===== src/bcrf_pkg.sv =====
// Package for the banked CPU register file: widths, field positions and reset values.
// Assumes a single clock domain; used by bcrf_top and bcrf_top_test.
package bcrf_pkg;
   localparam int          NUM_BANKS      = 8;
   localparam int          REGS_PER_BANK  = 16;
   localparam int          BANK_BITS      = 3;
   localparam int          REG_BITS       = 4;
   localparam int          PAIR_BITS      = 3;
   localparam int          EXP_BITS       = 2;
   localparam int          PC_WIDTH       = 20;
   localparam int          PSW_WIDTH      = 16;
   localparam int          PSW_RSS_BIT    = 5;
   localparam int          PSW_BANK_LSB   = 12;
   localparam logic [19:0] PC_RESET       = 20'h0_0000;
   localparam logic [15:0] PSW_RESET      = 16'h0000;
   localparam logic [7:0]  EXP_RESET      = 8'h00;
   localparam logic [3:0]  LEGACY_X_REG   = 4'h4;
   localparam logic [3:0]  LEGACY_A_REG   = 4'h5;
   localparam logic [3:0]  LEGACY_C_REG   = 4'h6;
   localparam logic [3:0]  LEGACY_B_REG   = 4'h7;
   localparam logic [2:0]  PAIR_TWO       = 3'h2;
   localparam logic [2:0]  PAIR_THREE     = 3'h3;
   localparam logic [2:0]  FIRST_ADDR_PAIR = 3'h4;
   // Legacy names: 0 = X, 1 = A, 2 = C, 3 = B, 4 = accumulator pair, 5 = count pair.
   typedef enum logic [2:0] {
      BCRF_LEG_X, BCRF_LEG_A, BCRF_LEG_C, BCRF_LEG_B, BCRF_LEG_AX, BCRF_LEG_BC
   } bcrf_legacy_e;
endpackage : bcrf_pkg


===== src/bcrf_ram_if.sv =====
// Interface carrying the internal RAM window onto the register banks.
// Assumes all signals are synchronous to the core clock.
`timescale 1ns/1ps
interface bcrf_ram_if;
   logic       wr;
   logic [6:0] addr;
   logic [7:0] wdata;
   logic [7:0] rdata;
   modport store (input wr, input addr, input wdata, output rdata);
   modport user  (output wr, output addr, output wdata, input rdata);
endinterface : bcrf_ram_if


===== src/bcrf_ram_port.sv =====
// Register bank storage: 8 banks x 16 bytes, one byte write port for the CPU,
// one pair write, and a RAM-side byte port. Assumes one clock.
`timescale 1ns/1ps
module bcrf_ram_port #(
   parameter int DEPTH = 128
) (
   // Clock and reset
   input  wire logic       clock,
   input  wire logic       rst,
   // CPU side
   input  wire logic       cpu_wr,
   input  wire logic [6:0] cpu_addr,
   input  wire logic [7:0] cpu_wdata,
   input  wire logic       cpu_pair_wr,
   input  wire logic [6:0] cpu_pair_addr,
   input  wire logic [15:0] cpu_pair_wdata,
   output logic [7:0]      cpu_rdata,
   output logic [15:0]     cpu_pair_rdata,
   input  wire logic [6:0] cpu_raddr,
   input  wire logic [6:0] cpu_pair_raddr,
   // Address pair read, separate so the 24-bit address never depends on the CPU pair select
   input  wire logic [6:0] addr_pair_raddr,
   output logic [15:0]     addr_pair_rdata,
   // Internal RAM window
   bcrf_ram_if.store       ram
);
   if (DEPTH != 128) begin : g_bad_depth
      $error("bcrf_ram_port supports only 128 bytes");
   end

   logic [7:0] mem [DEPTH];

   // The RAM side writes last, so it wins a same-cycle collision with the CPU.
   always_ff @(posedge clock) begin
      if (cpu_wr) mem[cpu_addr] <= cpu_wdata;
      if (cpu_pair_wr) begin
         mem[{cpu_pair_addr[6:1], 1'b0}] <= cpu_pair_wdata[7:0];
         mem[{cpu_pair_addr[6:1], 1'b1}] <= cpu_pair_wdata[15:8];
      end
      if (ram.wr) mem[ram.addr] <= ram.wdata;
   end

   assign cpu_rdata      = mem[cpu_raddr];
   assign cpu_pair_rdata = {mem[{cpu_pair_raddr[6:1], 1'b1}], mem[{cpu_pair_raddr[6:1], 1'b0}]};
   assign ram.rdata      = mem[ram.addr];
   assign addr_pair_rdata = {mem[{addr_pair_raddr[6:1], 1'b1}],
                             mem[{addr_pair_raddr[6:1], 1'b0}]};
endmodule : bcrf_ram_port


===== src/bcrf_top.sv =====
// What this block does
// (RULE1) Eight register banks; exactly one is the active working set.
// (RULE2) Each bank holds sixteen individually addressed 8-bit registers.
// (RULE3) Two byte registers act together as one 16-bit pair.
// (RULE4) Four pairs join an 8-bit expansion register into a 24-bit address.
// (RULE5) Active bank set by software or by context switching.
// (RULE6) Bank storage lives in internal RAM; expansion registers do not.
// (RULE7) With the select flag set, R4-R7 and two pairs answer legacy names.
// (RULE8) Software keeps the register-set-select flag at zero except legacy code.
// (RULE9) Program counter is 20 bits and advances as instructions execute.
// (RULE10) Status word holds CPU flags, updated by instruction execution.
// (RULE11) Active bank is a 3-bit field, values 0 to 7.
// Top of the banked CPU register file: banks, pairs, expansion registers,
// program counter and status word. Assumes the core drives all controls synchronously.
`timescale 1ns/1ps
module bcrf_top (
   // Clock and reset
   input  wire logic        clock,
   input  wire logic        rst,
   // Byte register access
   input  wire logic        reg_wr,
   input  wire logic [3:0]  reg_sel,
   input  wire logic [7:0]  reg_wdata,
   output logic [7:0]       reg_rdata,
   // Pair register access
   input  wire logic        pair_wr,
   input  wire logic [2:0]  pair_sel,
   input  wire logic [15:0] pair_wdata,
   output logic [15:0]      pair_rdata,
   // Legacy name access
   input  wire logic        legacy_wr,
   input  wire logic [2:0]  legacy_sel,
   input  wire logic [15:0] legacy_wdata,
   output logic [15:0]      legacy_rdata,
   output logic             legacy_valid,
   // Address expansion
   input  wire logic        exp_wr,
   input  wire logic [1:0]  exp_sel,
   input  wire logic [7:0]  exp_wdata,
   input  wire logic [1:0]  addr_sel,
   output logic [23:0]      addr_out,
   // Bank selection
   input  wire logic        bank_set,
   input  wire logic [2:0]  bank_wdata,
   input  wire logic        ctx_switch,
   input  wire logic [2:0]  ctx_bank,
   output logic [2:0]       active_bank,
   // Program counter
   input  wire logic        pc_advance,
   input  wire logic [2:0]  pc_step,
   input  wire logic        pc_load,
   input  wire logic [19:0] pc_wdata,
   output logic [19:0]      program_counter,
   // Status word
   input  wire logic        psw_wr,
   input  wire logic [15:0] psw_wdata,
   input  wire logic        flags_wr,
   input  wire logic [7:0]  flags_wdata,
   output logic [15:0]      program_status_word,
   output logic             register_set_select_flag,
   // Internal RAM window
   input  wire logic        ram_wr,
   input  wire logic [6:0]  ram_addr,
   input  wire logic [7:0]  ram_wdata,
   output logic [7:0]       ram_rdata
);
   logic [7:0]  exp_reg [4];
   logic [19:0] next_pc;
   logic [15:0] next_psw;
   logic [7:0]  stor_rdata;
   logic [15:0] stor_pair_rdata;

   bcrf_ram_if ram_bus ();

   function automatic logic [6:0] bank_addr(input logic [2:0] bank, input logic [3:0] r);
      return {bank, r};
   endfunction : bank_addr

   // The bank field of the status word is the single source of the active bank.
   assign active_bank              = program_status_word[bcrf_pkg::PSW_BANK_LSB +: 3]; // see RULE11
   assign register_set_select_flag = program_status_word[bcrf_pkg::PSW_RSS_BIT];

   // Legacy names map onto fixed registers of the active bank.
   logic [3:0] legacy_reg;
   logic       legacy_is_pair;
   logic [2:0] legacy_pair;
   assign legacy_is_pair = (legacy_sel == 3'h4) || (legacy_sel == 3'h5);
   assign legacy_pair    = (legacy_sel == 3'h4) ? bcrf_pkg::PAIR_TWO : bcrf_pkg::PAIR_THREE;
   assign legacy_reg     = (legacy_sel == 3'h0) ? bcrf_pkg::LEGACY_X_REG :
                           (legacy_sel == 3'h1) ? bcrf_pkg::LEGACY_A_REG :
                           (legacy_sel == 3'h2) ? bcrf_pkg::LEGACY_C_REG :
                                                  bcrf_pkg::LEGACY_B_REG;
   logic legacy_ok;
   assign legacy_ok    = register_set_select_flag && (legacy_sel <= 3'h5); // see RULE7
   assign legacy_valid = legacy_ok;

   // Byte and pair write ports merge the plain and legacy paths.
   logic        byte_wr;
   logic [6:0]  byte_waddr;
   logic [7:0]  byte_wdata;
   logic        pw;
   logic [6:0]  pw_addr;
   logic [15:0] pw_data;
   assign byte_wr    = reg_wr || (legacy_wr && legacy_ok && !legacy_is_pair);
   assign byte_waddr = reg_wr ? bank_addr(active_bank, reg_sel) : bank_addr(active_bank, legacy_reg);
   assign byte_wdata = reg_wr ? reg_wdata : legacy_wdata[7:0];
   assign pw         = pair_wr || (legacy_wr && legacy_ok && legacy_is_pair); // see RULE3
   assign pw_addr    = pair_wr ? bank_addr(active_bank, {pair_sel, 1'b0})
                               : bank_addr(active_bank, {legacy_pair, 1'b0});
   assign pw_data    = pair_wr ? pair_wdata : legacy_wdata;

   logic [6:0] byte_raddr;
   logic [6:0] pair_raddr;
   assign byte_raddr = legacy_is_pair ? bank_addr(active_bank, reg_sel)
                     : (legacy_ok ? bank_addr(active_bank, legacy_reg)
                                  : bank_addr(active_bank, reg_sel));
   assign pair_raddr = bank_addr(active_bank, {pair_sel, 1'b0});

   // Pairs four to seven of the active bank feed the 24-bit address.
   logic [2:0]  addr_pair_idx;
   logic [15:0] addr_pair;
   assign addr_pair_idx = 3'(bcrf_pkg::FIRST_ADDR_PAIR + {1'b0, addr_sel});

   assign ram_bus.wr    = ram_wr;
   assign ram_bus.addr  = ram_addr;
   assign ram_bus.wdata = ram_wdata;
   assign ram_rdata     = ram_bus.rdata; // see RULE6

   // Banks sit in the RAM-shared store, selected by the active bank.
   bcrf_ram_port #(.DEPTH(bcrf_pkg::NUM_BANKS * bcrf_pkg::REGS_PER_BANK)) u_store ( // see RULE1
      .clock          (clock),
      .rst            (rst),
      .cpu_wr         (byte_wr), // see RULE2
      .cpu_addr       (byte_waddr),
      .cpu_wdata      (byte_wdata),
      .cpu_pair_wr    (pw),
      .cpu_pair_addr  (pw_addr),
      .cpu_pair_wdata (pw_data),
      .cpu_rdata      (stor_rdata),
      .cpu_pair_rdata (stor_pair_rdata),
      .cpu_raddr      (byte_raddr),
      .cpu_pair_raddr (legacy_ok && legacy_is_pair ? bank_addr(active_bank, {legacy_pair, 1'b0})
                                                   : pair_raddr),
      .addr_pair_raddr (bank_addr(active_bank, {addr_pair_idx, 1'b0})),
      .addr_pair_rdata (addr_pair),
      .ram            (ram_bus.store)
   );

   assign reg_rdata    = stor_rdata;
   assign pair_rdata   = stor_pair_rdata;
   assign legacy_rdata = !legacy_ok ? 16'h0000 :
                         legacy_is_pair ? stor_pair_rdata : {8'h00, stor_rdata};

   // Expansion registers are flops outside the RAM store.
   always_ff @(posedge clock or posedge rst) begin
      if (rst) begin
         for (int i = 0; i < 4; i++) exp_reg[i] <= bcrf_pkg::EXP_RESET;
      end else if (exp_wr) begin
         exp_reg[exp_sel] <= exp_wdata; // see RULE6
      end
   end

   // A dedicated read port keeps the address valid while the CPU reads any other pair.
   assign addr_out = {exp_reg[addr_sel], addr_pair}; // see RULE4

   // Program counter: a load wins over the automatic advance.
   assign next_pc = pc_load ? pc_wdata :
                    pc_advance ? program_counter + {17'h0_0000, pc_step} : program_counter;
   always_ff @(posedge clock or posedge rst) begin
      if (rst) program_counter <= bcrf_pkg::PC_RESET;
      else     program_counter <= next_pc; // see RULE9
   end

   // Status word: context switch beats a software bank set, which beats plain writes.
   always_comb begin
      next_psw = program_status_word;
      if (psw_wr)   next_psw = psw_wdata; // see RULE10
      if (flags_wr) next_psw[7:0] = flags_wdata; // see RULE10
      if (bank_set) next_psw[bcrf_pkg::PSW_BANK_LSB +: 3] = bank_wdata; // see RULE5
      if (ctx_switch) next_psw[bcrf_pkg::PSW_BANK_LSB +: 3] = ctx_bank; // see RULE5
   end
   always_ff @(posedge clock or posedge rst) begin
      if (rst) program_status_word <= bcrf_pkg::PSW_RESET;
      else     program_status_word <= next_psw;
   end
endmodule : bcrf_top


===== config.mk =====
export PLATFORM = sky130hd
export DESIGN_NAME = bcrf_top
export DESIGN_NICKNAME = d
export VERILOG_FILES = /design/src/bcrf_pkg.sv /design/src/bcrf_ram_if.sv /design/src/bcrf_ram_port.sv /design/src/bcrf_top.sv
export SDC_FILE = /design/constraint.sdc
export NUM_CORES = 2
export LEC_CHECK = 0
export BUFFER_PORTS_ARGS = -buffer_cell sky130_fd_sc_hd__buf_2
export CORE_ASPECT_RATIO = 0.6
export CORE_UTILIZATION = 25
export DETAILED_ROUTE_END_ITERATION = 8
export PLACE_DENSITY_LB_ADDON = 0.2
export SETUP_SLACK_MARGIN = 0.02
export SLEW_MARGIN = 20
export SYNTH_ARGS = -nofsm -noshare
export SYNTH_HDL_FRONTEND = slang
export SYNTH_HIERARCHICAL = 1
export SYNTH_SLANG_ARGS = --single-unit

===== constraint.sdc =====
create_clock -name clock -period 3.1 [get_ports clock]
set_input_delay 0 -clock clock [delete_from_list [all_inputs] [get_ports clock]]
set_output_delay 0 -clock clock [all_outputs]
set_load 0.02 [all_outputs]

==> impl_metrics.ini <==
[run_status]
outcome = finished, violations left
violations = setup timing

[place]
dp_hpwl_um = 588000
post-place-cells = 14531
place_worst_setup_slack_ns = -1.27
io_buffers = 255
gp_routability_congestion = 1.13

[finish]
area_growth_syn_to_layout_pct = 37.1
nets = 10386
drive_above_1_share = 0.380
n_fill_cell = 35735
mostFrequentLayoutCells = 1443 x sky130_fd_sc_hd__buf_4, 1217 x sky130_fd_sc_hd__a21oi_1, 1024 x sky130_fd_sc_hd__edfxtp_1
fin_cells = 15219
layout_commonest_cell = sky130_fd_sc_hd__buf_4
largest_register_ffs = 1024

[power_and_ir_drop]
clkPwrFrac = 0.322
power.combinational.fraction = 0.347
share_seq_of_total_power = 0.332
switching_power_share_of_the_total = 0.372
power_report.internal_total_mw = 32.2
static_leakage_nw = 45.4
power.density_cell_area_mw_per_mm2 = 414
finalPower_mw = 51.3
worst_vdd_ir_v = 0.000488
switchingPower_mw = 19.1

[timing]
grt_setup_unrepaired = yes
timing_max_transition_violations_final = 0
fin_tns_setup_ns = -71.06
final_critical_path_setup_slack_ns = -1.76
final_min_period_over_clock_period = 1.57
setup_viol = 114
fin_skew_ns = 0.0746
min_period_ns = 4.86
worst-slew-pin-transition_ns = 1.48
timing.final.hold_violations = 0
achievable-frequency_mhz = 206
worst_slew_margin_rel = 0.0128

[floorplan]
floorplan_die_area_sq_mm = 0.364
initial_core_util = 0.252
die-height_um = 467
top_level_ports = 256
horiz_die_dim_um = 778
placement_rows = 170
core_sq_mm = 0.358

[setup_path]
worstPathArrival_ns = 4.86
critPathSlowestCell = sky130_fd_sc_hd__nor4_4
timing.critical_path.to_type = primary output
timing.critical_path.required_ns = 3.10
cp-start-kind = flop
critical_path.most_common_cell = sky130_fd_sc_hd__buf_4
crit_path_max_fanout = 5
critical-path-max-stage-delay_ns = 0.65
crit_chain = nand2b_4 > buf_4 > buf_4 > and2_1 > buf_4 > nand3b_1 > buf_4 > buf_4 > a31oi_2 > buf_4 > nand2_1 > nand2_2 > nor4_4 > clkbuf_16 > nor2b_4 > a21oi_2 > nor2b_2 > buf_6
timing_worst_setup_path_type = flop to primary output

[grt]
grt_start_max_net_pins = 87
first_global_vias = 85505
grt_antenna_before_repair = 180
grt-ovfl-total = 0
grt.total_usage = 0.405
grt_first_pass_wirelength_um = 957000

[clock_network]
tritoncts = done
clockRootBuffer = sky130_fd_sc_hd__clkbuf_16
worst_skew_pair.late_latency_ns = 0.92
cts_buffer_depth = 4
cts_sinks = 1092
htreeDepth = 4
clk_pin_slew_ns = 0.07
tritoncts.num_buffers = 138

[detailed_routing]
drt-wirelength-per-cell_um = 50.2
via_count_of_the_routed_design = 99083
detail-route-antenna-nets = 0
drtPass1Iterations = 7
route.final.wire_length_um = 764000
drt_iter0_drc = 20426
detail_route.drc_violations = 0
routed_via_density = 6.51

[flow_run]
maxCapViolCount = 0

[worst_hold_path]
hold_path_class = input pin to flop

[logic_synthesis]
syn_avg_cell_area_sq_um = 10.4
post_synth_instance_area_sq_mm = 0.0903
post_synth_inst_count = 8653
number_of_nets_in_the_synthesized_netlist = 8800
yosys_warnings = 6
-- layer usage --
metal	GRT usage	wire [um]
met1	0.587	328000
met2	0.486	268000
met3	0.239	139000
met4	0.119	27500
met5	0.00470	1120
-- area by class of cell --
class / instances / area, sq um / share of cell area
Multi-Input combinational cell: 6559 / 56300 / 0.455
Sequential cell: 1092 / 32500 / 0.262
Timing Repair Buffer: 2433 / 24500 / 0.198
Tap cell: 4816 / 6030 / 0.0487
Clock buffer: 165 / 3620 / 0.0292
Clock inverter: 65 / 561 / 0.00453
Antenna cell: 74 / 185 / 0.00150
Inverter: 15 / 58.8 / 0.000475
-- power groups by stage --
stage | clock (mW) | sequential (mW) | combinational (mW)
after floorplan | 0 | 17.1 | 6.66
after global placement | 0 | 17.3 | 15.2
after detailed placement | 0 | 17.3 | 15.2
after CTS | 16.6 | 17.0 | 16.6
after global routing | 17.1 | 17.0 | 17.6
final | 16.5 | 17.0 | 17.8
-- repair_timing --
action | 4_1_cts | 5_1_grt
hold buffers | 201 | 0
setup buffers | 136 | 52
gates cloned | 14 | 2
pin swaps | 86 | 58
setup endpoints to repair | 249 | 381
gates resized for setup | 551 | 179
hold endpoints to repair | 733 | 0
-- critical path, delay by kind of cell (launching register included) --
family                 cells  cell delay (ns)
AND/OR/NAND/NOR            8             1.90
AO/OA/AOI/OAI              2             0.12
flip-flops                 1             0.44
buffers and inverters      8             1.45
-- stage by stage --
| step | hold slack (ns) | cell area [sq um] | utilization |
|---|---|---|---|
| 2_1_floorplan | 0.105 | 90600 | - |
| 3_3_place_gp | 0.0487 | 112000 | 0.313 |
| 3_5_place_dp | 0.0655 | 112000 | 0.313 |
| 4_1_cts | 0.00388 | 122000 | 0.341 |
| 5_1_grt | 0.0581 | 124000 | 0.345 |
| 6_report | 0.0134 | 124000 | 0.345 |
-- worst paths after layout --
| path | startpoint | to | slack, ns | cells after the start |
|---|---|---|---|---|
| max reg2reg | program_status_word[12]$_DFFE_PP0P_ | u_store/mem[24][4]$_DFFE_PP_ | -0.04 | 11 |
| min | pair_wdata[15] | u_store/mem[17][7]$_DFFE_PP_ | 0.01 | 5 |
| min reg2reg | exp_reg[8]$_DFFE_PP0P_ | exp_reg[8]$_DFFE_PP0P_ | 0.50 | 1 |
| max | program_status_word[5]$_DFFE_PP0P_ | legacy_rdata[0] | -1.76 | 18 |
| min in group asynchronous | rst | exp_reg[14]$_DFFE_PP0P_ | 0.31 | 4 |
| max in group asynchronous | rst | program_status_word[13]$_DFFE_PP0P_ | 1.69 | 5 |
No activity file was read; power rests on OpenSTA's default activity.
